## config.mk

```make
export PLATFORM = sky130hd
export DESIGN_NAME = scif_top
export DESIGN_NICKNAME = d
export VERILOG_FILES = /design/src/logic/scif_pkg.sv /design/src/logic/scif_clkdiv.sv /design/src/logic/scif_top.sv
export SDC_FILE = /design/constraint.sdc
export NUM_CORES = 1
export LEC_CHECK = 0
export BUFFER_PORTS_ARGS = -buffer_cell sky130_fd_sc_hd__clkbuf_2
export CORE_AREA = 4 4 122 100
export CTS_BUF_LIST = sky130_fd_sc_hd__clkbuf_4 sky130_fd_sc_hd__clkbuf_8
export CTS_CLUSTER_DIAMETER = 200
export DETAILED_ROUTE_END_ITERATION = 16
export DIE_AREA = 0 0 126 104
export PLACE_DENSITY = 0.71
export SLEW_MARGIN = 10
export SYNTH_ARGS = -nofsm -noshare
export SYNTH_HDL_FRONTEND = slang
export SYNTH_SLANG_ARGS = --single-unit
export TNS_END_PERCENT = 5
```

## constraint.sdc

```tcl
create_clock -name CLK_I -period 3.4 [get_ports CLK_I]
set_input_delay 0.34 -clock CLK_I [delete_from_list [all_inputs] [get_ports CLK_I]]
set_output_delay 0.34 -clock CLK_I [all_outputs]
set_load 0.05 [all_outputs]
```

## src/logic/scif_pkg.sv

```systemverilog
// constants, types and carriers of the smart card interface control block
// Contract
// supply target decoded from two select inputs
// activation starts on command falling edge, card present
// command high: supply pulled low, regulator off
// host reset forwarded to card reset output
// host undervoltage disables every card side pin
// card presence drives interrupt output low
// supply overload also drives interrupt low
// serial line passed both ways, idles released
// aux line C4 passed both ways, idles released
// aux line C8 passed both ways, idles released
// clock ratio chosen by two select inputs
// host supplies external reference clock input
// unit deselected: controls latched, host lines released
// insertion debounced about 8 ms before present
// card clock derived from external clock divider
// ratios 1/1, 1/2, 1/4, 1/8 supported
// fixed select order: 00,01,10,11 give 1,2,4,8
// host drives its lines open drain only
`default_nettype none
package scif_pkg;
	localparam int CLK_HZ = 125_000_000;
	localparam int DEBOUNCE_MS = 8;
	localparam int DEBOUNCE_CYC = DEBOUNCE_MS * (CLK_HZ / 1000);
	localparam int DEB_W = 20;
	localparam logic [1:0] IO_HOLD = 2'h3;
	localparam int NLINES = 3;
	localparam int LINE_SER = 0;
	localparam int LINE_AUX_A = 1;
	localparam int LINE_AUX_B = 2;
	localparam logic [3:0] REG_STATUS = 4'h0;
	localparam logic [3:0] REG_CLEAR = 4'h4;
	localparam logic [3:0] REG_ENABLE = 4'h8;
	localparam logic [3:0] REG_PINSTAT = 4'hC;
	localparam int NEVT = 4;
	localparam int EVT_INS = 0;
	localparam int EVT_REM = 1;
	localparam int EVT_OVL = 2;
	localparam int EVT_UV = 3;
	localparam logic [NEVT-1:0] ENABLE_RST = 4'hF;

	typedef enum logic [1:0] {SUP_3V0, SUP_5V0, SUP_1V8} scif_supply_t;
	typedef enum logic [1:0] {DIV_1, DIV_2, DIV_4, DIV_8} scif_ratio_t;
	typedef enum logic {ST_IDLE, ST_ACTIVE} scif_state_t;
	typedef enum logic [1:0] {OWN_NONE, OWN_HOST, OWN_CARD} scif_own_t;

	typedef struct packed {
		logic unit_sel_n;
		logic power_cmd_n;
		logic sel_lo;
		logic sel_hi;
		logic ratio_a;
		logic ratio_b;
		logic host_reset;
		logic detect_n;
		logic detect;
		logic overload;
		logic host_uv;
		logic ext_clk;
		logic [NLINES-1:0] host_line;
		logic [NLINES-1:0] card_line;
	} scif_pins_t;

	typedef struct packed {
		logic power_cmd_n;
		logic sel_lo;
		logic sel_hi;
		logic ratio_a;
		logic ratio_b;
		logic host_reset;
	} scif_ctl_t;

	typedef struct packed {
		scif_pins_t sync1;
		scif_pins_t sync2;
		logic ext_prev;
		scif_ctl_t ctl;
		logic cmd_prev;
		logic [DEB_W-1:0] deb_cnt;
		logic present;
		logic ovl_prev;
		logic uv_prev;
		scif_state_t st;
		scif_supply_t supply;
		logic supply_en;
		logic card_reset;
		scif_own_t [NLINES-1:0] own;
		logic [NLINES-1:0][1:0] hold;
		logic [NLINES-1:0] host_oe_n;
		logic [NLINES-1:0] card_oe_n;
		logic [NEVT-1:0] status;
		logic [NEVT-1:0] enable;
		logic [31:0] rdata;
	} scif_state_s_t;

	typedef struct packed {
		logic [2:0] cnt;
		logic clk_out;
	} scif_div_t;
endpackage
`default_nettype wire

```

## src/logic/scif_clkdiv.sv

```systemverilog
// card clock divider stepped by edges of the sampled external clock
`timescale 1ns/1ps
`default_nettype none
module scif_clkdiv
	import scif_pkg::*;
(
	// clock and reset
	input wire logic clk_i,
	input wire logic rstn_i,
	// control
	input wire logic en_i,
	input wire logic ext_lvl_i,
	input wire logic ext_rise_i,
	input wire scif_ratio_t ratio_i,
	// card clock
	output logic card_clk_o
);
	scif_div_t q;
	scif_div_t d;

	always_comb
	begin
		d = q;
		if (!en_i)
		begin
			d.cnt = 3'h0;
			d.clk_out = 1'b0;
		end
		else
		begin
			if (ext_rise_i)
				d.cnt = q.cnt + 3'h1;
			case (ratio_i)
				DIV_1: d.clk_out = ext_lvl_i;
				DIV_2: d.clk_out = d.cnt[0];
				DIV_4: d.clk_out = d.cnt[1];
				DIV_8: d.clk_out = d.cnt[2];
				default: d.clk_out = 1'b0;
			endcase
		end
	end

	always_ff @(posedge clk_i or negedge rstn_i)
	begin
		if (!rstn_i)
			q <= '0;
		else
			q <= d;
	end

	assign card_clk_o = q.clk_out;
endmodule // scif_clkdiv
`default_nettype wire

```

## src/logic/scif_top.sv

```systemverilog
// smart card interface control: activation, supply select, lines, clock, interrupt
`timescale 1ns/1ps
`default_nettype none
module scif_top
	import scif_pkg::*;
#(
	parameter int DEBOUNCE_CYCLES = DEBOUNCE_CYC
)
(
	// clock and reset
	input wire logic CLK_I,
	input wire logic RSTN_I,
	// host control pins
	input wire logic UNIT_SELECT_N_I,
	input wire logic POWER_COMMAND_N_I,
	input wire logic SUPPLY_SELECT_LO_I,
	input wire logic SUPPLY_SELECT_HI_I,
	input wire logic CLOCK_RATIO_SEL_A_I,
	input wire logic CLOCK_RATIO_SEL_B_I,
	input wire logic HOST_RESET_IN_I,
	input wire logic EXT_CLOCK_IN_I,
	// monitors and card detect
	input wire logic CARD_DETECT_N_I,
	input wire logic CARD_DETECT_I,
	input wire logic SUPPLY_OVERLOAD_I,
	input wire logic HOST_UNDERVOLT_I,
	// host side open drain lines: serial, aux a, aux b
	input wire logic [NLINES-1:0] HOST_LINE_I,
	output logic [NLINES-1:0] HOST_LINE_O,
	output logic [NLINES-1:0] HOST_LINE_OE_N_O,
	// card side open drain lines: card_io, card_aux_a, card_aux_b
	input wire logic [NLINES-1:0] CARD_LINE_I,
	output logic [NLINES-1:0] CARD_LINE_O,
	output logic [NLINES-1:0] CARD_LINE_OE_N_O,
	// card supply, reset, clock
	output logic [1:0] CARD_SUPPLY_SEL_O,
	output logic CARD_SUPPLY_EN_O,
	output logic CARD_SUPPLY_PULLDOWN_O,
	output logic CARD_RESET_OUT_O,
	output logic CARD_CLOCK_OUT_O,
	// interrupt
	output logic INT_N_O,
	// register port
	input wire logic [3:0] REG_ADDR_I,
	input wire logic [31:0] REG_WDATA_I,
	input wire logic REG_WE_I,
	input wire logic REG_RE_I,
	output logic [31:0] REG_RDATA_O
);
	localparam logic [DEB_W-1:0] DEB_LAST = DEB_W'(DEBOUNCE_CYCLES - 1);

	scif_state_s_t q;
	scif_state_s_t d;
	scif_pins_t pins;
	scif_pins_t s;
	logic raw_present;
	logic cmd_fall;
	logic uv;
	logic line_en;
	logic [NEVT-1:0] evt;

	always_comb
	begin
		pins.unit_sel_n = UNIT_SELECT_N_I;
		pins.power_cmd_n = POWER_COMMAND_N_I;
		pins.sel_lo = SUPPLY_SELECT_LO_I;
		pins.sel_hi = SUPPLY_SELECT_HI_I;
		pins.ratio_a = CLOCK_RATIO_SEL_A_I;
		pins.ratio_b = CLOCK_RATIO_SEL_B_I;
		pins.host_reset = HOST_RESET_IN_I;
		pins.detect_n = CARD_DETECT_N_I;
		pins.detect = CARD_DETECT_I;
		pins.overload = SUPPLY_OVERLOAD_I;
		pins.host_uv = HOST_UNDERVOLT_I;
		pins.ext_clk = EXT_CLOCK_IN_I;
		pins.host_line = HOST_LINE_I;
		pins.card_line = CARD_LINE_I;
	end

	assign s = q.sync2;
	assign uv = s.host_uv;
	assign raw_present = !s.detect_n || s.detect;
	assign cmd_fall = q.cmd_prev && !q.ctl.power_cmd_n;

	always_comb
	begin
		d = q;
		line_en = 1'b0;
		evt = '0;
		d.sync1 = pins;
		d.sync2 = q.sync1;
		d.ext_prev = s.ext_clk;

		// controls follow the pins only while the unit is selected
		if (!s.unit_sel_n)
		begin
			d.ctl.power_cmd_n = s.power_cmd_n;
			d.ctl.sel_lo = s.sel_lo;
			d.ctl.sel_hi = s.sel_hi;
			d.ctl.ratio_a = s.ratio_a;
			d.ctl.ratio_b = s.ratio_b;
			d.ctl.host_reset = s.host_reset;
		end
		d.cmd_prev = q.ctl.power_cmd_n;

		// insertion waits for the debounce time, removal is immediate
		if (!raw_present)
		begin
			d.deb_cnt = '0;
			d.present = 1'b0;
		end
		else if (!q.present)
		begin
			if (q.deb_cnt == DEB_LAST)
				d.present = 1'b1;
			else
				d.deb_cnt = q.deb_cnt + 1'b1;
		end

		if (q.ctl.sel_lo)
			d.supply = q.ctl.sel_hi ? SUP_1V8 : SUP_3V0;
		else
			d.supply = q.ctl.sel_hi ? SUP_5V0 : SUP_3V0;

		case (q.st)
			ST_IDLE:
				if (cmd_fall && q.present && !uv && !s.overload)
					d.st = ST_ACTIVE;
			ST_ACTIVE:
				if (q.ctl.power_cmd_n || !q.present || uv || s.overload)
					d.st = ST_IDLE;
			default: d.st = ST_IDLE;
		endcase

		d.supply_en = (d.st == ST_ACTIVE);
		d.card_reset = (d.st == ST_ACTIVE) && q.ctl.host_reset;

		// lines pass only while active, selected and host supply good
		line_en = (q.st == ST_ACTIVE) && !uv && !s.unit_sel_n;
		for (int i = 0; i < NLINES; i++)
		begin
			if (!line_en)
			begin
				d.own[i] = OWN_NONE;
				d.hold[i] = 2'h0;
			end
			else
			begin
				case (q.own[i])
					OWN_NONE:
						if (q.hold[i] != 2'h0)
							d.hold[i] = q.hold[i] - 2'h1;
						else if (!s.host_line[i])
							d.own[i] = OWN_HOST;
						else if (!s.card_line[i])
							d.own[i] = OWN_CARD;
					OWN_HOST:
						if (s.host_line[i])
						begin
							d.own[i] = OWN_NONE;
							d.hold[i] = IO_HOLD;
						end
					OWN_CARD:
						if (s.card_line[i])
						begin
							d.own[i] = OWN_NONE;
							d.hold[i] = IO_HOLD;
						end
					default: d.own[i] = OWN_NONE;
				endcase
			end
			d.card_oe_n[i] = (d.own[i] != OWN_HOST);
			d.host_oe_n[i] = (d.own[i] != OWN_CARD);
		end

		// events, a new event wins over a clear in the same cycle
		d.ovl_prev = s.overload;
		d.uv_prev = uv;
		evt[EVT_INS] = d.present && !q.present;
		evt[EVT_REM] = !d.present && q.present;
		evt[EVT_OVL] = s.overload && !q.ovl_prev;
		evt[EVT_UV] = uv && !q.uv_prev;
		if (REG_WE_I && REG_ADDR_I == REG_CLEAR)
			d.status = q.status & ~REG_WDATA_I[NEVT-1:0];
		d.status = d.status | evt;
		if (REG_WE_I && REG_ADDR_I == REG_ENABLE)
			d.enable = REG_WDATA_I[NEVT-1:0];

		d.rdata = 32'h0000_0000;
		if (REG_RE_I)
		begin
			case (REG_ADDR_I)
				REG_STATUS: d.rdata = {28'h0, q.status};
				REG_ENABLE: d.rdata = {28'h0, q.enable};
				REG_PINSTAT: d.rdata = {24'h0, s.overload, uv, q.ctl.ratio_b,
					q.ctl.ratio_a, q.supply, (q.st == ST_ACTIVE), q.present};
				default: d.rdata = 32'h0000_0000;
			endcase
		end
	end

	always_ff @(posedge CLK_I or negedge RSTN_I)
	begin
		if (!RSTN_I)
		begin
			q <= '0;
			// command and detect synchronisers start at idle pin levels: no false command edge or detect
			q.sync1.power_cmd_n <= 1'b1;
			q.sync2.power_cmd_n <= 1'b1;
			q.sync1.detect_n <= 1'b1;
			q.sync2.detect_n <= 1'b1;
			q.ctl.power_cmd_n <= 1'b1;
			q.cmd_prev <= 1'b1;
			q.host_oe_n <= '1;
			q.card_oe_n <= '1;
			q.enable <= ENABLE_RST;
		end
		else
			q <= d;
	end

	scif_clkdiv u_clkdiv (
		.clk_i(CLK_I),
		.rstn_i(RSTN_I),
		.en_i(q.st == ST_ACTIVE && !uv),
		.ext_lvl_i(s.ext_clk),
		.ext_rise_i(s.ext_clk && !q.ext_prev),
		.ratio_i(scif_ratio_t'({q.ctl.ratio_b, q.ctl.ratio_a})),
		.card_clk_o(CARD_CLOCK_OUT_O)
	);

	assign HOST_LINE_O = '0;
	assign HOST_LINE_OE_N_O = q.host_oe_n;
	assign CARD_LINE_O = '0;
	assign CARD_LINE_OE_N_O = q.card_oe_n;
	assign CARD_SUPPLY_SEL_O = q.supply;
	assign CARD_SUPPLY_EN_O = q.supply_en;
	assign CARD_SUPPLY_PULLDOWN_O = !q.supply_en;
	assign CARD_RESET_OUT_O = q.card_reset;
	assign INT_N_O = !(|(q.status & q.enable));
	assign REG_RDATA_O = q.rdata;
endmodule // scif_top
`default_nettype wire

```

---- Yosys cells after proc, flatten, opt, wreduce, memory -nomap -nowiden ----
Cells that the tools add are included.
storage, ports and cells
  output and inout bits ................... 51
  flip-flop bits (word level) ............. 133
  input bits .............................. 58
  logic and storage cells ................. 194
operators by class
  eq/ne operators ......................... 33
  multiplexer cells ....................... 52
  add/sub/neg operators ................... 5
  bitwise gates (word level) .............. 5
  reductions and logical operators ........ 43
operators with widths
  cell                   count
  $mux 2                 32
  $mux 21                2
  $pmux 2 s3             6
  $ne 3x3->1 const B     9
  $pmux 8 s3             1
  $add 20x1->20 const B  1
  $eq 20x20->1 const B   1
  $mux 20                1
  $logic_and 1x1->1      14
  $logic_not 1->1        12
  $ne 4x1->1 const B     3
  $reduce_and 4->1       3
  $eq 2x2->1 const B     5
  $ne 2x2->1 const B     5
  $and 4x4->4            2
  $eq 2x1->1 const B     4
  $eq 4x4->1 const B     2
  $logic_not 2->1        4
  $mux 4                 2
  $mux 8                 1
  $ne 2x1->1 const B     3
  $reduce_bool 2->1      3
  $sub 2x1->2 const B    3
  $eq 4x3->1 const B     1
  other kinds (12)       18

---- Depth between registers and ports, before layout ----
Gate-level depths: netlist (run 1).
  word-level depth ........................ 8
  mapped depth ............................ 7
  mapped depth without buffers ............ 7

---- Modules after synthesis ----
A second synthesis (run 1) with hierarchy kept.
second synthesis, totals
  cells, all modules ...................... 417
  area total of the unflattened synthesis .. 4844.6 um^2
by module, submodules not included
  module       area each (um^2)  times used  cells an instance
  scif_top     4600.7            1           396
  scif_clkdiv  244.0             1           21

---- Worst setup path after synthesis (run 1) ----
Ideal clock, no wire load.
  path type ............................... flip-flop to flip-flop
  start point ............................. register CARD_SUPPLY_EN_O (netlist name)
  end point ............................... register q (netlist bit CARD_LINE_OE_N_O[0])
  library setup time ...................... 94 ps
  period minus slack after synthesis ...... 2143 ps
  data arrival time ....................... 2049 ps
  setup slack ............................. 1257 ps
  cell stages (with the launch flop) ...... 5
  path buffers ............................ 1
  path through ............................ dfrtp_1 > inv_1 > or3_1 > clkbuf_1 > or4_1
RTL lines
  item       line            source
  to (decl)  scif_top.sv:52  scif_state_s_t q;

---- Worst setup path after layout (run 1) ----
  start point ............................. register q[76] in the netlist's numbering
  end point ............................... register q[66] in the netlist's numbering
between the ends
  cells in the longest elaborated chain, start to end .. 3
ends and longest elaborated chain
  item                        line             source
  $eq 20x20->1                scif_top.sv:114  if (q.deb_cnt == DEB_LAST)
  $ne 2x2->1 (no line)        -
  $reduce_and 2->1 (no line)  -
No other way between the ends.
A chain may end at the register's enable or synchronous reset.

==> summary.txt, run 1 <==
CTS
  • Setup bufs post-CTS: 0
  • Worst skew pair latency: between 0.3 and 0.4 ns
  • Clock transition at the registers of the reported paths: 0.10 ns
  • CTS Sinks: roughly 110
  • Deepest clock path buffer count: 2
  • Post-cts sizing count: 0
  • CTS Hold Buffers Added: 0
  • Root Buffer: clkbuf_8
  • CTS tree: done
  • Cts bufs inserted: 9
  • H-tree depth: 3

Yosys
  • Most frequent cells after synthesis: 93 x dfrtp_1, 46 x buf_4, 28 x inv_1
  • Post-synth EDFFs: 0
  • Cells after Synth: 421
  • Sequential element share of the synthesized area: 0.567
  • Main combinational cell family by area after synthesis: simple AND/OR/NAND/NOR gates
  • Flops & latches, synth: approximately 110
  • Post-Syn Area: 0.00484 sq mm
  • Synth Area in Simple Gates: 0.136
  • Primary flip-flop cell chosen by synthesis mapping: dfrtp_1
  • YS warnings: 0
  • Post-synth cell types: between 50 and 60
  • Post-synthesis adder-cell area fraction: 0.0439
  • XOR/XNOR share of the synthesized area: 0.0163
  • Cell taking the most area after synthesis: dfrtp_1
  • Synth top area share: 0.480
  • Most common cell in the synthesized netlist: dfrtp_1
  • Post-Syn Area per Cell: 11.5 sq um
  • Largest cells by area after synthesis: dfrtp_1 48%, dfstp_2 8.7%, buf_4 7.1%
  • Post-synth ARST share: 1.00
  • Mux share of post-synthesis cell area: 0.0346
  • Synth Area in Compound Gates: 0.0992

Detailed routing
  • Initial DRC Count: 190
  • Antenna-violating nets left: 0
  • DR vias: 3018
  • Initial DRT Pass Iterations: 4
  • Routed WL: ~8500 microns
  • Via/cell ratio: roughly 5.0
  • Drt wl/cell: 13.9 microns
  • # DRC: 0

Worst hold path
  • WHS Endpoint: d[110]
  • Min-delay src: POWER_COMMAND_N_I
  • HP Class: input pin to register
  • WHS Path Cells: 1

Critical path
  • Crit path cell chain: or4_1 -> nor4_4 -> a21o_4 -> xor2_1 -> nor2_1
  • R2r setup slk: 1.12 ns
  • Cells on worst reg2reg path: 5
  • Endpoint type of the worst setup path: register
  • R2R Path End: q[66]
  • Setup crit start kind: register
  • Slowest-stage cell, CP: or4_1
  • Critical path class: register to register
  • Max incr delay on CP: 0.59 ns
  • Critical Path AT: 2.54 ns
  • Cell family with most CP delay: simple AND/OR/NAND/NOR gates
  • Max FO, Critical Path: 14
  • CP Buf/Inv Count: 0
  • Crit Reg-Reg Startpoint: q[76]
  • CP required: 3.66 ns

Timing
  • Hold Violations, Final: 0
  • Worst slew pin tran: roughly 0.9 ns
  • Final Max Slew Viols: 0
  • Relative slew slack: 0.407
  • Clock skew: roughly 0.010 ns
  • FMAX: ~0.44 GHz
  • RSZ-0062 raised after global routing: false
  • Period utilization: 0.672
  • Final critical-path required period: 2.28 ns
  • # setup viols final: 0
  • Setup TNS: 0 ns

Finish
  • Area Growth Syn to Fin: 7.77%
  • Share of layout cells above drive strength 1: 0.233
  • Number of diodes: 0
  • Final #Nets: 534
  • Design area: 0.00522 sq mm

Placement
  • GPL Wtd Cong: ~0.82
  • Port Buffers: 50
  • Post-DP HPWL: 6270 microns
  • Post-DP Area: between 0.005 and 0.006 sq mm

Global routing
  • Vias in the first global route: 3031
  • Busiest grt layer: met2
  • Global-route usage over all layers: 0.136
  • Number of antenna violations at the first check in global routing: 0
  • First-pass GRT wire length: 14500 microns
  • Total congestion overflow: 0
  • Met1 usage: 0.182
  • Met2 GRT Util: 0.216
  • Met3 Track Usage GR: 0.0421
  • Largest net degree at the start of global routing: between 60 and 70

Flow run
  • Max-cap violations: 0

Floorplanning
  • Die area: 0.0131 sq mm
  • Boundary Pins: 109
  • FP Rows: 34
  • Die height: 104 microns
  • Core area: around 0.011 sq mm
  • Initial core utilization: 0.445
  • Die X: roughly 130 microns

Outcome
  • Status: complete, no violations

Power and ir drop
  • Power Density: ~470 mW/mm^2
  • Leakage: 2.34 nW
  • VDD IR-drop max: 0.311 mV
-- cells in the final DEF (no fill, tap or decap), types with 3 or more instances in the layout --
cell type	netlist	layout
nor2b_1	5	5
xnor2_1	8	8
o21ai_0	15	15
clkbuf_2	0	49
a32o_1	3	3
ha_1	17	17
dfrtp_1	93	93
conb_1	1	30
a21oi_1	5	5
and2_1	7	7
or3_1	5	5
o22ai_1	3	3
a22oi_1	7	7
dfstp_2	16	16
nand3_1	10	10
nand2b_1	8	8
nand2_1	26	26
or4_1	6	6
a211oi_1	7	7
a22o_1	3	3
nor2_1	22	22
nor3b_1	5	5
clkbuf_8	0	9
a31oi_1	4	4
and4_1	3	3
inv_1	28	28
buf_4	46	4
o41ai_1	3	3
mux2_2	14	14
nor3_1	10	10
-- worst max-delay path by stage --
stage	start	to	slack, ns	depth (start not counted)
6_report	q[76]	q[66]	1.12	5
5_1_grt	q[76]	q[71]	0.92	5
4_1_cts	q[76]	q[71]	1.09	5
3_5_place_dp	q[72]	q[71]	1.12	5
3_3_place_gp	q[76]	q[71]	1.19	5
2_1_floorplan	CARD_SUPPLY_EN_O	CARD_LINE_OE_N_O[0]	1.26	4
-- metrics by stage --
stage / util / hold WS (ns) / instances / setup WS [ns] / power [mW]
detailed placement: 0.461 / 0.335 / 592 / 1.12 / 1.69
global placement: 0.461 / 0.332 / 592 / 1.19 / 1.68
CTS: 0.479 / 0.0174 / 608 / 1.09 / 2.48
floorplan: - / 0.0444 / 450 / 1.26 / 1.64
global route: 0.479 / 0.0154 / 608 / 0.918 / 2.56
finish: 0.479 / 0.0430 / 608 / 1.12 / 2.44
-- worst register-to-register path, cell delays in order, from the launching register on --
cell and delay [ns]:
dfrtp_1 0.44, or4_1 0.59, nor4_4 0.59, a21o_4 0.30
xor2_1 0.20, nor2_1 0.06
-- registers in the layout, indices dropped and copies added (netlist names) --
signal               cells
CARD_LINE_OE_N_O         3
CARD_RESET_OUT_O         1
CARD_SUPPLY_EN_O         1
CARD_SUPPLY_SEL_O        2
HOST_LINE_OE_N_O         3
REG_RDATA_O              8
d                       21
q                       65
u_clkdiv.card_clk_o      1
u_clkdiv.q               3
uv                       1
-- power by group --
group          internal, mW  switching, mW  leakage, nW
combinational        0.0697          0.176        0.891
clock                 0.355          0.422       0.0969
sequential             1.37         0.0489         1.36
-- final cells by class --
type | count | area, sq um
fillers | 978 | 5670
flip-flops and latches | 109 | 2750
multi-input cells | 258 | 1710
repair buffers | 53 | 275
well taps | 144 | 180
clock buffers | 10 | 131
inverters | 28 | 105
clock inverters | 6 | 71.3
-- logic make-up after synthesis --
| group | Yosys count |
|---|---|
| muxes | 15 |
| and+or+nand+nor | 120 |
| adders and majority gates | 17 |
| xor gates and xnor gates | 9 |
| AOI/OAI and AO/OA | 67 |
| other | 1 |
| buffers and inverters | 83 |
| DFF | 109 |
-- routing by layer --
layer	wire length, microns	share of wire
met1	3850	0.45
met2	4090	0.48
met3	425	0.050
met4	106	0.013
met5	0	0
Note: power is estimated with default switching activity, not from simulation.
==> inputs of run 2 (changes only) <==
- clock period: 3.4 -> 2.3 ns (I/O delays scaled with it)
==> run 2 against run 1 <==
Effect of this change: worst setup slack lost 0.98 ns; maximum frequency grew 5.6%; combinational power grew 61%; critical endpoint is now q[74]; highest routed layer unchanged.
==> summary.txt, run 2 (synthesis results as in run 1) <==
Outcome
  • Status: complete, no violations

Detailed routing
  • Drt wl/cell: 14.2 microns
  • DR vias: between 3000 and 4000
  • # DRC: 0
  • Antenna-violating nets left: 0
  • Routed WL: 9020 microns
  • Initial DRC Count: 202
  • Via/cell ratio: 5.02
  • Initial DRT Pass Iterations: 7

Floorplanning
  • FP Rows: 34
  • Die height: 104 microns
  • Boundary Pins: around 110
  • Die X: 126 microns
  • Die area: 0.0131 sq mm
  • Core area: 0.0109 sq mm
  • Initial core utilization: 0.445

CTS
  • H-tree depth: 3
  • CTS tree: done
  • Deepest clock path buffer count: 2
  • Worst skew pair latency: 0.37 ns
  • Cts bufs inserted: 9
  • Post-cts sizing count: 0
  • Setup bufs post-CTS: 0
  • Clock transition at the registers of the reported paths: between 0.1 and 0.15 ns
  • Root Buffer: clkbuf_8
  • CTS Sinks: 109
  • CTS Hold Buffers Added: 19

Timing
  • RSZ-0062 raised after global routing: false
  • Min Hold Slack: 0.117 ns
  • Clock skew: 0.0105 ns
  • Final critical-path required period: 2.16 ns
  • Period utilization: 0.940
  • # setup viols final: 0
  • Final Max Slew Viols: 0
  • Worst slew pin tran: 0.507 ns
  • Relative slew slack: 0.660
  • FMAX: approximately 0.46 GHz
  • Setup TNS: 0 ns
  • Hold Violations, Final: 0
  • Final setup margin: roughly 0.14 ns

Global routing
  • Vias in the first global route: about 3200
  • Largest net degree at the start of global routing: 50
  • First-pass GRT wire length: 15400 microns
  • Total congestion overflow: 0
  • Number of antenna violations at the first check in global routing: 0
  • Global-route usage over all layers: 0.145

Worst hold path
  • HP Class: input pin to register

Critical path
  • CP required: 2.56 ns
  • Endpoint type of the worst setup path: register
  • Max FO, Critical Path: 6
  • Critical path class: register to register
  • Critical Path AT: 2.42 ns
  • Setup crit start kind: register

Finish
  • Share of layout cells above drive strength 1: 0.233
  • Number of diodes: 0
  • Final Core Density: 0.503
  • Most frequent cells in the layout: 93 x dfrtp_1, 49 x clkbuf_2, 30 x conb_1
  • Final #Nets: 559
  • Area Growth Syn to Fin: 13.0%
  • Largest register FFs: 65
  • Largest Register: q
  • Leading cell type in the layout, fill and taps excluded: dfrtp_1

Power and ir drop
  • Leakage: between 2 and 2.5 nW
  • Gate power share: 0.107
  • Clk pwr share: 0.324
  • Reg power frac: 0.569
  • Power Density: 675 mW/mm^2
  • Int Pwr: 2.69 mW
  • VDD IR-drop max: 0.414 mV
  • Net switching power: ~1 mW
  • Design Power: 3.69 mW
  • Switching share of power: 0.270

Placement
  • Post-DP HPWL: 6570 microns
  • GPL Wtd Cong: 0.818
  • Port Buffers: 50
  • Worst slack at placement: 0.144 ns

Flow run
  • Max-cap violations: 0
==> run 2: path summary, 6_finish.rpt <==
kind                                start                  end  slack (ns)  depth (start not counted)
hold reg to reg                     d[94]                q[94]        0.36                          0
max in group asynchronous          RSTN_I  HOST_LINE_OE_N_O[1]        1.21                          3
min in group asynchronous          RSTN_I        u_clkdiv.q[1]        0.36                          2
setup / recovery                    q[76]                q[74]        0.14                          6
setup reg to reg                    q[76]                q[74]        0.14                          6
hold / removal             REG_WDATA_I[3]                q[35]        0.12                          2
==> run 2: final cells by class <==
type                            count  area (sq um)
Clock buffer                       10           131
Clock inverter                      6          77.6
Sequential cell                   109          2750
Timing Repair Buffer               78           523
Multi-Input combinational cell    258          1710
Tap cell                          144           180
Fill cell                         987          5420
Inverter                           28           105
==> run 2: metrics by stage <==
step | instance area, sq um | std cells
2_1_floorplan | 4950 | 450
3_3_place_gp | 5080 | 598
3_5_place_dp | 5080 | 598
4_1_cts | 5480 | 633
5_1_grt | 5480 | 633
6_report | 5480 | 633
==> run 2: power by group through the flow <==
stage | clock network (mW) | registers, mW | logic (mW)
after floorplan | 0 | 2.11 | 0.315
after global placement | 0 | 2.13 | 0.363
after detailed placement | 0 | 2.14 | 0.375
after CTS | 1.24 | 2.10 | 0.400
after global routing | 1.32 | 2.12 | 0.437
final | 1.20 | 2.10 | 0.397
==> run 2: routing by layer <==
metal  routed length (microns)  global-route usage  share of wire  up-vias
met4                       149              0.0467          0.017        0
li1                          -                   -              -     1513
met3                       424              0.0436          0.047       17
met5                         0                   0              0        -
met1                      3970               0.182           0.44     1570
met2                      4480               0.241           0.50       80
==> run 2: worst max-delay path, stage by stage (launching register included) <==
cell and delay, ns:
dfrtp_1 0.45, or4_1 0.59, nor4_4 0.49, buf_4 0.21
nor3_1 0.07, xnor2_1 0.19, nor2_1 0.06
